$ cat src/rtl/pnce_consts.svh
// Constants for the parallel NOR flash host controller.
// Assumes inclusion by the package and the controller modules.
`ifndef PNCE_CONSTS_SVH
`define PNCE_CONSTS_SVH
`define PNCE_ADDR_UNLOCK1 22'h000555
`define PNCE_ADDR_UNLOCK2 22'h0002aa
`define PNCE_DATA_UNLOCK1 16'h00aa
`define PNCE_DATA_UNLOCK2 16'h0055
`define PNCE_CMD_PROGRAM 16'h00a0
`define PNCE_CMD_ERASE_SETUP 16'h0080
`define PNCE_CMD_CHIP_ERASE 16'h0010
`define PNCE_CMD_SECTOR_ERASE 16'h0050
`define PNCE_CMD_BLOCK_ERASE 16'h0030
`define PNCE_CMD_SUSPEND 16'h00b0
`define PNCE_CMD_RESUME 16'h0030
`define PNCE_CMD_CFI_ENTRY 16'h0098
`define PNCE_CMD_SECID_ENTRY 16'h0088
`define PNCE_CMD_ID_ENTRY 16'h0090
`define PNCE_CMD_EXIT 16'h00f0
`define PNCE_CMD_SECID_PROGRAM 16'h00a5
`define PNCE_CMD_SECID_LOCK 16'h0085
`define PNCE_BIT_POLL 7
`define PNCE_BIT_TOGGLE 6
`define PNCE_BIT_SECTOR_TOGGLE 2
`define PNCE_STROBE_NS 100
`define PNCE_CLK_NS 100
`define PNCE_RESET_PULSE_NS 500
`define PNCE_RECOVERY_NS 50000
`define PNCE_SUSPEND_NS 20000
`define PNCE_VALID_NS 1000
`define PNCE_POLL_LIMIT 32'h00100000
`endif

$ cat src/rtl/pnce_pkg.sv
// Types shared by the parallel NOR flash host controller.
// Assumes pnce_consts.svh sits beside it.
`include "pnce_consts.svh"
package pnce_pkg;
  // Operations the user may request.
  typedef enum logic [3:0] {
    PNCE_OP_READ, PNCE_OP_PROGRAM, PNCE_OP_SECTOR_ERASE, PNCE_OP_BLOCK_ERASE,
    PNCE_OP_CHIP_ERASE, PNCE_OP_SUSPEND, PNCE_OP_RESUME, PNCE_OP_CFI_ENTRY,
    PNCE_OP_ID_ENTRY, PNCE_OP_SECID_ENTRY, PNCE_OP_EXIT, PNCE_OP_SECID_PROGRAM,
    PNCE_OP_SECID_LOCK, PNCE_OP_HARD_RESET
  } pnce_op_t;
  // One bus write of a command sequence.
  typedef struct packed {
    logic [21:0] addr;
    logic [15:0] data;
  } pnce_word_t;
  // One user request.
  typedef struct packed {
    pnce_op_t op;
    logic [21:0] addr;
    logic [15:0] data;
  } pnce_req_t;
endpackage

$ cat src/rtl/pnce_cycle.sv
// One flash bus cycle, write or read, with timed strobes.
// Assumes a 10 MHz clock and the device on the same pins as the parent drives.
`timescale 1ns/1ps
`default_nettype none
`include "pnce_consts.svh"
module pnce_cycle
  import pnce_pkg::*;
(
  // Clock and reset.
  input wire logic clk,
  input wire logic rst,
  // Cycle request.
  input wire logic start,
  input wire logic is_write,
  input wire pnce_word_t word,
  output logic done,
  output logic [15:0] rd_data,
  // Flash pins as flip-flops.
  output logic ce_n,
  output logic oe_n,
  output logic we_n,
  output logic [21:0] addr,
  output logic [15:0] dq_out,
  output logic dq_oe,
  input wire logic [15:0] dq_sync
);
  // Strobe low time in cycles; rounded up, well above the glitch filter.
  localparam int unsigned LOW_CYC = (`PNCE_STROBE_NS + `PNCE_CLK_NS - 1) / `PNCE_CLK_NS;
  localparam int unsigned RD_CYC = LOW_CYC + 2;
  logic [3:0] cnt;
  logic busy;
  logic wr;

  // Address is set before the strobe falls and held past its rise, so the device sees it stable.
  always_ff @(posedge clk or posedge rst) begin
    if (rst) begin
      busy <= 1'b0;
      wr <= 1'b0;
      cnt <= 4'h0;
      done <= 1'b0;
      ce_n <= 1'b1;
      oe_n <= 1'b1;
      we_n <= 1'b1;
      addr <= 22'h000000;
      dq_out <= 16'h0000;
      dq_oe <= 1'b0;
      rd_data <= 16'h0000;
    end else begin
      done <= 1'b0;
      if (!busy && start) begin
        busy <= 1'b1;
        wr <= is_write;
        cnt <= 4'h0;
        addr <= word.addr;
        dq_out <= word.data;
        dq_oe <= is_write;
        ce_n <= 1'b0;
      end else if (busy) begin
        cnt <= cnt + 4'h1;
        if (cnt == 4'h0) begin
          // Write keeps output gate high so the device does not inhibit the write.
          we_n <= !wr;
          oe_n <= wr;
        end else if (wr && cnt == 4'(LOW_CYC)) begin
          we_n <= 1'b1;
        end else if (!wr && cnt == 4'(RD_CYC)) begin
          rd_data <= dq_sync;
          oe_n <= 1'b1;
        end else if (cnt == 4'(RD_CYC + 1)) begin
          ce_n <= 1'b1;
          dq_oe <= 1'b0;
          busy <= 1'b0;
          done <= 1'b1;
        end
      end
    end
  end
endmodule
`default_nettype wire

$ cat src/rtl/pnce_host.sv
// Host controller that sequences commands to an asynchronous x16 NOR flash.
// Assumes a single 10 MHz clock; the data pins return through two flip-flops.
`timescale 1ns/1ps
`default_nettype none
`include "pnce_consts.svh"
module pnce_host
  import pnce_pkg::*;
#(
  parameter int unsigned RECOVERY_NS = `PNCE_RECOVERY_NS,
  parameter int unsigned POLL_LIMIT = `PNCE_POLL_LIMIT
)
(
  // Clock and reset.
  input wire logic MCLK,
  input wire logic SYS_RST,
  // User request port.
  input wire logic REQ_VALID,
  input wire pnce_req_t REQ,
  output logic REQ_READY,
  output logic DONE,
  output logic FAIL,
  output logic [15:0] RD_DATA,
  // Flash pins.
  output logic FLASH_CE_N,
  output logic FLASH_OE_N,
  output logic FLASH_WE_N,
  output logic FLASH_RST_N,
  output logic [21:0] FLASH_ADDR,
  output logic [15:0] FLASH_DQ_OUT,
  output logic FLASH_DQ_OE,
  input wire logic [15:0] FLASH_DQ_IN
);
  localparam int unsigned RP_CYC = (`PNCE_RESET_PULSE_NS + `PNCE_CLK_NS - 1) / `PNCE_CLK_NS;
  localparam int unsigned RHR_CYC = (RECOVERY_NS + `PNCE_CLK_NS - 1) / `PNCE_CLK_NS;
  localparam int unsigned SUS_CYC = (`PNCE_SUSPEND_NS + `PNCE_CLK_NS - 1) / `PNCE_CLK_NS;
  localparam int unsigned VAL_CYC = (`PNCE_VALID_NS + `PNCE_CLK_NS - 1) / `PNCE_CLK_NS;

  typedef enum logic [2:0] {
    PNCE_IDLE, PNCE_WRITE, PNCE_READ, PNCE_POLL, PNCE_WAIT, PNCE_RESET, PNCE_FINISH
  } pnce_state_t;

  pnce_state_t state;
  pnce_req_t req;
  pnce_word_t seq [6];
  logic [2:0] seq_len;
  logic [2:0] seq_idx;
  logic [31:0] wait_cnt;
  logic [31:0] poll_cnt;
  logic [15:0] prev_rd;
  logic [1:0] reread;
  logic have_prev;
  logic use_poll;
  logic [15:0] dq_meta;
  logic [15:0] dq_sync;
  logic cyc_start;
  logic cyc_write;
  logic cyc_done;
  logic [15:0] cyc_data;
  pnce_word_t cyc_word;
  logic next_toggle_stopped;
  logic next_poll_ok;

  // Two-stage synchroniser on the data pins.
  always_ff @(posedge MCLK or posedge SYS_RST) begin
    if (SYS_RST) begin
      dq_meta <= 16'h0000;
      dq_sync <= 16'h0000;
    end else begin
      dq_meta <= FLASH_DQ_IN;
      dq_sync <= dq_meta;
    end
  end

  pnce_cycle u_cycle (
    .clk(MCLK), .rst(SYS_RST), .start(cyc_start), .is_write(cyc_write), .word(cyc_word),
    .done(cyc_done), .rd_data(cyc_data), .ce_n(FLASH_CE_N), .oe_n(FLASH_OE_N),
    .we_n(FLASH_WE_N), .addr(FLASH_ADDR), .dq_out(FLASH_DQ_OUT), .dq_oe(FLASH_DQ_OE),
    .dq_sync(dq_sync)
  );

  // Completion tests: toggle bit steady across two reads, or the poll bit shows the true value.
  always_comb begin
    next_toggle_stopped = have_prev && (prev_rd[`PNCE_BIT_TOGGLE] == cyc_data[`PNCE_BIT_TOGGLE]);
    next_poll_ok = use_poll ? (cyc_data[`PNCE_BIT_POLL] == req.data[`PNCE_BIT_POLL]) : next_toggle_stopped;
  end

  // Sequence builder: loads the unlock prefix and the final word for each operation but read and hard reset; suspend and resume are one word without a prefix.
  always_ff @(posedge MCLK or posedge SYS_RST) begin
    if (SYS_RST) begin
      for (int i = 0; i < 6; i++) begin
        seq[i] <= '0;
      end
      seq_len <= 3'h0;
      use_poll <= 1'b0;
    end else if (state == PNCE_IDLE && REQ_VALID) begin
      seq[0] <= '{`PNCE_ADDR_UNLOCK1, `PNCE_DATA_UNLOCK1};
      seq[1] <= '{`PNCE_ADDR_UNLOCK2, `PNCE_DATA_UNLOCK2};
      seq[3] <= '{`PNCE_ADDR_UNLOCK1, `PNCE_DATA_UNLOCK1};
      seq[4] <= '{`PNCE_ADDR_UNLOCK2, `PNCE_DATA_UNLOCK2};
      // Erased data reads all ones, yet erase polling compares the poll bit against bit 7 of the request data.
      use_poll <= 1'b0;
      seq_len <= 3'h3;
      case (REQ.op)
        PNCE_OP_PROGRAM: begin
          seq[2] <= '{`PNCE_ADDR_UNLOCK1, `PNCE_CMD_PROGRAM};
          seq[3] <= '{REQ.addr, REQ.data};
          seq_len <= 3'h4;
          use_poll <= 1'b1;
        end
        PNCE_OP_SECID_PROGRAM: begin
          // Secure ID programs finish by toggle bits only.
          seq[2] <= '{`PNCE_ADDR_UNLOCK1, `PNCE_CMD_SECID_PROGRAM};
          seq[3] <= '{REQ.addr, REQ.data};
          seq_len <= 3'h4;
        end
        PNCE_OP_SECID_LOCK: begin
          seq[2] <= '{`PNCE_ADDR_UNLOCK1, `PNCE_CMD_SECID_LOCK};
          seq[3] <= '{REQ.addr, 16'h0000};
          seq_len <= 3'h4;
        end
        PNCE_OP_SECTOR_ERASE, PNCE_OP_BLOCK_ERASE, PNCE_OP_CHIP_ERASE: begin
          seq[2] <= '{`PNCE_ADDR_UNLOCK1, `PNCE_CMD_ERASE_SETUP};
          seq_len <= 3'h6;
          use_poll <= 1'b1;
          if (REQ.op == PNCE_OP_CHIP_ERASE) begin
            seq[5] <= '{`PNCE_ADDR_UNLOCK1, `PNCE_CMD_CHIP_ERASE};
          end else if (REQ.op == PNCE_OP_SECTOR_ERASE) begin
            seq[5] <= '{REQ.addr, `PNCE_CMD_SECTOR_ERASE};
          end else begin
            seq[5] <= '{REQ.addr, `PNCE_CMD_BLOCK_ERASE};
          end
        end
        PNCE_OP_SUSPEND: begin
          seq[0] <= '{REQ.addr, `PNCE_CMD_SUSPEND};
          seq_len <= 3'h1;
        end
        PNCE_OP_RESUME: begin
          seq[0] <= '{REQ.addr, `PNCE_CMD_RESUME};
          seq_len <= 3'h1;
        end
        PNCE_OP_CFI_ENTRY: seq[2] <= '{`PNCE_ADDR_UNLOCK1, `PNCE_CMD_CFI_ENTRY};
        PNCE_OP_ID_ENTRY: seq[2] <= '{`PNCE_ADDR_UNLOCK1, `PNCE_CMD_ID_ENTRY};
        PNCE_OP_SECID_ENTRY: seq[2] <= '{`PNCE_ADDR_UNLOCK1, `PNCE_CMD_SECID_ENTRY};
        PNCE_OP_EXIT: seq[2] <= '{`PNCE_ADDR_UNLOCK1, `PNCE_CMD_EXIT};
        default: seq_len <= 3'h0;
      endcase
    end
  end

  // Main sequencer; it takes one request at a time and polls for completion only after sequences of four or more words.
  always_ff @(posedge MCLK or posedge SYS_RST) begin
    if (SYS_RST) begin
      state <= PNCE_IDLE;
      req <= '0;
      seq_idx <= 3'h0;
      wait_cnt <= 32'h0;
      poll_cnt <= 32'h0;
      prev_rd <= 16'h0000;
      have_prev <= 1'b0;
      reread <= 2'h0;
      cyc_start <= 1'b0;
      cyc_write <= 1'b0;
      cyc_word <= '0;
      REQ_READY <= 1'b1;
      DONE <= 1'b0;
      FAIL <= 1'b0;
      RD_DATA <= 16'h0000;
      FLASH_RST_N <= 1'b1;
    end else begin
      cyc_start <= 1'b0;
      DONE <= 1'b0;
      case (state)
        PNCE_IDLE: begin
          if (REQ_VALID) begin
            req <= REQ;
            REQ_READY <= 1'b0;
            FAIL <= 1'b0;
            seq_idx <= 3'h0;
            have_prev <= 1'b0;
            reread <= 2'h0;
            poll_cnt <= 32'h0;
            if (REQ.op == PNCE_OP_HARD_RESET) begin
              FLASH_RST_N <= 1'b0;
              wait_cnt <= 32'(RP_CYC);
              state <= PNCE_RESET;
            end else if (REQ.op == PNCE_OP_READ) begin
              cyc_word <= '{REQ.addr, 16'h0000};
              cyc_write <= 1'b0;
              cyc_start <= 1'b1;
              state <= PNCE_READ;
            end else begin
              state <= PNCE_WRITE;
            end
          end
        end
        PNCE_WRITE: begin
          if (!cyc_start && !cyc_done && seq_idx == 3'h0 && seq_len == 3'h0) begin
            state <= PNCE_FINISH;
          end else if (cyc_done) begin
            if (seq_idx == seq_len) begin
              if (req.op == PNCE_OP_SUSPEND) begin
                wait_cnt <= 32'(SUS_CYC);
                state <= PNCE_WAIT;
              end else if (seq_len >= 3'h4) begin
                // Status reads go to the target address.
                cyc_word <= '{req.op == PNCE_OP_CHIP_ERASE ? req.addr : req.addr, 16'h0000};
                cyc_write <= 1'b0;
                cyc_start <= 1'b1;
                state <= PNCE_POLL;
              end else begin
                state <= PNCE_FINISH;
              end
            end
          end else if (!cyc_start && seq_idx == 3'h0) begin
            cyc_word <= seq[0];
            cyc_write <= 1'b1;
            cyc_start <= 1'b1;
            seq_idx <= 3'h1;
          end
          if (cyc_done && seq_idx != seq_len) begin
            cyc_word <= seq[seq_idx];
            cyc_write <= 1'b1;
            cyc_start <= 1'b1;
            seq_idx <= seq_idx + 3'h1;
          end
        end
        PNCE_READ: begin
          if (cyc_done) begin
            RD_DATA <= cyc_data;
            state <= PNCE_FINISH;
          end
        end
        PNCE_POLL: begin
          if (cyc_done) begin
            prev_rd <= cyc_data;
            have_prev <= 1'b1;
            poll_cnt <= poll_cnt + 32'h1;
            if (next_poll_ok) begin
              // Confirm with two further reads before calling it complete.
              reread <= reread + 2'h1;
              if (reread == 2'h2) begin
                RD_DATA <= cyc_data;
                wait_cnt <= 32'(VAL_CYC);
                state <= PNCE_WAIT;
              end
            end else begin
              reread <= 2'h0;
            end
            if (poll_cnt == 32'(POLL_LIMIT)) begin
              FAIL <= 1'b1;
              state <= PNCE_FINISH;
            end else if (!(next_poll_ok && reread == 2'h2)) begin
              cyc_start <= 1'b1;
            end
          end
        end
        PNCE_WAIT: begin
          if (wait_cnt <= 32'h1) begin
            state <= PNCE_FINISH;
          end else begin
            wait_cnt <= wait_cnt - 32'h1;
          end
        end
        PNCE_RESET: begin
          if (wait_cnt <= 32'h1) begin
            if (!FLASH_RST_N) begin
              FLASH_RST_N <= 1'b1;
              wait_cnt <= 32'(RHR_CYC);
            end else begin
              state <= PNCE_FINISH;
            end
          end else begin
            wait_cnt <= wait_cnt - 32'h1;
          end
        end
        default: begin
          DONE <= 1'b1;
          REQ_READY <= 1'b1;
          state <= PNCE_IDLE;
        end
      endcase
    end
  end
endmodule
`default_nettype wire

$ cat config.mk
export PLATFORM = sky130hd
export DESIGN_NAME = pnce_host
export DESIGN_NICKNAME = d
export VERILOG_FILES = /design/src/rtl/pnce_pkg.sv /design/src/rtl/pnce_cycle.sv /design/src/rtl/pnce_host.sv
export VERILOG_INCLUDE_DIRS = /design/src /design/src/rtl
export SDC_FILE = /design/constraint.sdc
export NUM_CORES = 1
export LEC_CHECK = 0
export ABC_CLOCK_PERIOD_IN_PS = 29600
export BUFFER_PORTS_ARGS = -buffer_cell sky130_fd_sc_hd__buf_2
export CORE_UTILIZATION = 50
export CTS_CLUSTER_DIAMETER = 200
export CTS_CLUSTER_SIZE = 40
export DETAILED_ROUTE_END_ITERATION = 12
export GPL_TIMING_DRIVEN = 0
export PLACE_DENSITY = 0.68
export SLEW_MARGIN = 25
export SYNTH_ARGS = -nofsm -noshare
export SYNTH_HDL_FRONTEND = slang
export SYNTH_SLANG_ARGS = --single-unit
$ cat constraint.sdc
create_clock -name MCLK -period 29.6 [get_ports MCLK]
set_input_delay 1.48 -clock MCLK [delete_from_list [all_inputs] [get_ports MCLK]]
set_output_delay 1.48 -clock MCLK [all_outputs]
set_load 0.1 [all_outputs]
# ---- After elaboration in Yosys (flattened, before gate mapping)
# Cells that the tools add are included.
dict set report classes {
  order_cmp 3
  mux 138
  bitwise 5
  n_reduce_logical 55
  eq_ne 61
  add_sub_neg 5
}
# operator n
set ops {}
lappend ops {{$mux 38} 13}
lappend ops {{$mux 32} 14}
lappend ops {{$pmux 38 s8} 1}
lappend ops {{$pmux 38 s2} 3}
lappend ops {{$pmux 32 s5} 1}
lappend ops {{$bmux 38 s3} 1}
lappend ops {{$mux 16} 4}
lappend ops {{$pmux 32 s2} 1}
lappend ops {{$mux 1} 62}
lappend ops {{$mux 3} 20}
lappend ops {{$add 32x1->32 const B} 1}
lappend ops {{$eq 32x21->1 const B} 1}
lappend ops {{$le 32x1->1 const B} 1}
lappend ops {{$pmux 16 s2} 1}
lappend ops {{$sub 32x1->32 const B} 1}
lappend ops {{$eq 4x3->1 const B} 6}
lappend ops {{$eq 4x4->1 const B} 6}
lappend ops {{$ne 2x2->1 const B} 12}
lappend ops {{$ne 3x3->1 const B} 7}
lappend ops {{$reduce_and 5->1} 4}
lappend ops {{$ne 2x1->1 const B} 9}
lappend ops {{$pmux 3 s6} 1}
lappend ops {{$reduce_bool 2->1} 8}
lappend ops {{$eq 4x2->1 const B} 3}
lappend ops {{43 further kinds} 86}
dict set report word_totals {
  in_bits 61
  ff_bits 429
}

# ---- Logic depth before layout (Yosys ltp)
dict set report logic_depth {
  ltp_word 8
  ltp_mapped 11
  depth_no_buf 8
}

# ---- Hierarchy
# From an unflattened synthesis, not the netlist that was laid out.
dict set report unflattened {
  cells_unflattened 1564
  area_unflattened_um2 16184.3
}
# mod n_inst area_per_inst_um2 cells_each
set modules_own_cells {}
lappend modules_own_cells {pnce_host 1 13614.3 1401}
lappend modules_own_cells {pnce_cycle 1 2570.0 163}

# ---- Least setup slack after synthesis
# Ideal clock, no wire load.
dict set report synth_timing {
  path_type {input-to-reg}
  startpoint {input REQ_VALID}
  endpoint {register cyc_word[10] (netlist bit)}
  path_slack_ns 26.357
  required_time_ns 29.479
  setup_ns 0.121
  arrival_time_ns 3.122
  stages 8
  path_buffers 3
  path_cell_list {or4b_1 clkbuf_1 nor4_4 o22ai_2 a31o_1 buf_4 buf_4 a22o_1}
}
dict set report synth_via {
  elab_chain_len 2
}
# item line_no
set synth_lines {}
lappend synth_lines {{from (decl)} pnce_host.sv:17} ;# input wire logic REQ_VALID,
lappend synth_lines {{$ne 2x2->1 (no source line)} --}
lappend synth_lines {{$reduce_and 9->1 (no source line)} --}
lappend synth_lines {{to (signal assigned)} pnce_host.sv:187} ;# cyc_word <= '{REQ.addr, 16'h0000};
lappend synth_lines {{to (signal assigned)} pnce_host.sv:206} ;# cyc_word <= '{req.op == PNCE_OP_CHIP_ERASE ? req.addr : req.addr, 16'h0000};
lappend synth_lines {{to (signal assigned)} pnce_host.sv:215} ;# cyc_word <= seq[0];
lappend synth_lines {{to (decl)} pnce_host.sv:59} ;# pnce_word_t cyc_word;
# Every way passes these cells.
# A chain may end at the register's enable or synchronous reset.

# ---- Worst setup path after layout
dict set report layout_timing {
  startpoint {input REQ_VALID}
  endpoint {register cyc_word[27] (netlist bit)}
}
# Same word-level chain as after synthesis.

==> summary.md <==
| Metric | Value |
|---|---|
| Outcome | `completed` |
| H-tree depth | `1` |
| Maximum Capacitance Violations | `0` |
| Cells on worst reg2reg path | `11` |
| CP Launch Point | `REQ_VALID` |
| Setup CP Type | `in2reg` |
| Leading area contributor after synthesis | `dfrtp_1` |
| Syn. warnings | `0` |
| # setup viols final | `0` |
| Net count after synthesis | `between 1500 and 2000` |
| Starting DRC count in detailed routing | `roughly 1200` |
| Drt first pass iters | `7` |
| Clock latency on the worst-skew pair | `around 0.53 ns` |
| Port bufs | `120` |
| Max-slew violation count | `0` |
| Antenna Cells | `0` |
| Synthesized instance count | `1652` |
| Num CTS Buffers | `12` |
| Initial antenna violation count | `0` |
| IO Pins | `123` |
| Count leader, synth | `dfrtp_1` |
| Die X | `around 180 um` |
| Vias post-DR | `13500` |
| Sequential element share of the synthesized area | `0.545` |
| Arrival @ worst endpoint | `3.95 ns` |
| CTS max path bufs | `3` |
| Worst-margin pin slew | `1.07 ns` |
| R2R Path End | `cyc_word[19]$_DFFE_PP0P_` |
| Unrepaired setup endpoints after global routing | `no` |
| Synth Cell Area | `0.0164 sq mm` |
| Fillers | `2896` |
| Vias per inst | `~6.1` |
| Crit path launch type | `primary input` |
| CTS tree | `built` |
| Final net count | `1860` |
| Drt drc | `0` |
| Slowest cell on crit path | `clkbuf_1` |
| FP Rows | `65` |
| Dpl hpwl | `32500 um` |
| Hold Path Cell Cnt | `0` |
| CP bufs+invs | `3` |
| GRT Overall Usage | `0.277` |
| GP Congestion | `0.919` |
| Grt ovf | `0` |
| Post-synth EDFFs | `0` |
| Layout cells sized above 1 | `0.147` |
| Min-delay worst type | `reg2reg` |
| Async S/R FF share, synth | `1.00` |
| Clock Skews | `0.0251 ns` |
| Post-route minimum period | `3.51 ns` |
| Root Driver | `clkbuf_16` |
| Slew headroom | `0.280` |
| Nature of the critical path endpoint | `flop` |
| Reg-to-reg setup timing slack | `26.42 ns` |
| Final core occ | `0.564` |
| Worst-path maximum fanout | `10` |
| Required @ worst endpoint | `approximately 30 ns` |
| Drt total wl | `45600 um` |
| Fin. Hold Viols | `0` |
| Number of synthesized register bits | `357` |
| Top_reg_cell synth | `dfrtp_1` |
| Unique masters post-synth | `a little under 80` |
| Antenna Nets Post-Route | `0` |
| # hold bufs at CTS | `0` |
| Synth top area cells | `dfrtp_1 (54%), nand2_1 (6.5%), o21ai_0 (6.0%)` |
| Maximum VDD drop | `0.0996 mV` |
| CTS sink count | `between 300 and 400` |
| Die Footprint | `0.0335 sq mm` |
| CP delay by family, top | `buffers and inverters` |
| Hold Path Sink | `dq_sync[10]$_DFF_PP0_` |
| Yosys top cell area share | `0.537` |
| PD cells | `99.3 mW/mm^2` |
| Setup_tns | `0 ns` |
| Top post-synthesis cells by count | `dfrtp_1 (352), nand2_1 (282), o21ai_0 (198)` |
| Core ar. | `~0.032 sq mm` |
| Die height | `183 um` |
| Largest net degree at the start of global routing | `101` |
| Layout overhead on the synthesized area | `9.70%` |
| Hold_sp | `dq_meta[10]$_DFF_PP0_` |
| Leak pwr | `8.14 nW` |
| Worst-path clk slew | `0.14 ns` |
| CTS resizes | `0` |
| Syn Area/Cell | `9.93 sq um` |
| Largest stage delay on the critical path | `0.47 ns` |
| Final Cycle Share | `0.119` |
| CP cell instances | `buf_2, or4b_1, clkbuf_1, nor4_4, o22ai_2, a31oi_1, clkbuf_1, o21ai_0, o21ai_0` |
| Number of global-route vias before repair | `13100` |
| Crit Reg-Reg Startpoint | `seq_idx[0]$_DFFE_PP0P_` |
| Initial core utilization | `0.514` |
| First-pass GRT wire length | `72900 um` |
| Wirelength per Cell | `about 20 um` |
| Setup Fix Bufs, Post-CTS | `0` |
| FMAX | `0.285 GHz` |
[cell type report]
type,count,area [sq um],area share
multi-input cells,1151,6870,0.382
inverters,29,116,0.00647
clock buffers,17,340,0.0189
repair buffers,123,683,0.0380
well taps,435,544,0.0303
clock inverters,1,5.00,0.000278
plain buffers,115,490,0.0273
flip-flops and latches,357,8940,0.497
[metal layers]
metal	vias up	part of all wire	GRT usage
met4	0	0.039	0.113
met3	93	0.060	0.0401
li1	6187	-	-
met2	524	0.47	0.449
met1	6713	0.43	0.374
met5	-	0	0
[registers in the layout, summed over array words and instances, names as in the netlist, 2 cells and up]
name	count
state	3
seq	95
reread	2
poll_cnt	32
u_cycle.dq_out	16
RD_DATA	16
u_cycle.rd_data	16
dq_sync	16
req	27
dq_meta	16
seq_len	3
u_cycle.addr	22
cyc_word	38
u_cycle.cnt	4
wait_cnt	32
seq_idx	3
[worst max path at each step]
stage	end	slack [ns]	depth (start not counted)
detailed placement	cyc_word[28]$_DFFE_PP0P_	25.67	9
global route	cyc_word[31]$_DFFE_PP0P_	25.86	9
floorplan	DONE$_DFF_PP0_	18.22	1
global placement	RD_DATA[11]$_DFFE_PP0P_	14.34	2
CTS	cyc_word[27]$_DFFE_PP0P_	26.13	9
finish	cyc_word[27]$_DFFE_PP0P_	26.09	9
[report_power, final]
group | switching (mW) | internal (mW)
logic | 0.567 | 0.244
registers | 0.108 | 0.638
clock network | 0.146 | 0.0823
total | 0.821 | 0.965
[metrics by stage]
stage               hold slack, ns  power [mW]  std cells  instance area (sq um)  worst slack (ns)
floorplan                    0.331        1.34       1652                  16400             18.22
global placement             0.332        1.54       2207                  17500             14.34
detailed placement           0.335        1.56       2210                  17600             25.67
CTS                          0.362        1.79       2228                  18000             26.13
global route                 0.368        1.89       2228                  18000             25.86
finish                       0.355        1.79       2228                  18000             26.09
[layout by cell type (no fill, tap or decap), types with 11 or more instances in the layout]
cell / netlist / routed
dfrtp_1: 352 / 352
nand2_1: 282 / 282
o21ai_0: 198 / 198
buf_2: 19 / 139
nor2_1: 96 / 96
a21oi_1: 90 / 90
clkbuf_1: 79 / 83
mux2_2: 73 / 73
a22o_1: 62 / 62
nand3_1: 33 / 33
nor3_1: 29 / 27
inv_1: 27 / 26
a31oi_1: 21 / 21
nand4_1: 20 / 20
a221oi_1: 18 / 18
nor4_1: 17 / 17
or3_1: 16 / 16
o31ai_1: 13 / 13
clkbuf_16: 0 / 13
o22a_1: 12 / 12
o31a_1: 12 / 12
mux2i_1: 11 / 11
[cells by family after synthesis]
group | count (synthesis) | synth area share
muxes | 85 | 0.0582
adders and majority gates | 10 | 0.00763
buffers and inverters | 144 | 0.0365
DFF | 357 | 0.545
xor gates and xnor gates | 8 | 0.00427
and+or+nand+nor | 562 | 0.159
AOI/OAI and AO/OA | 486 | 0.189
Power figures use the tool's default switching activity.
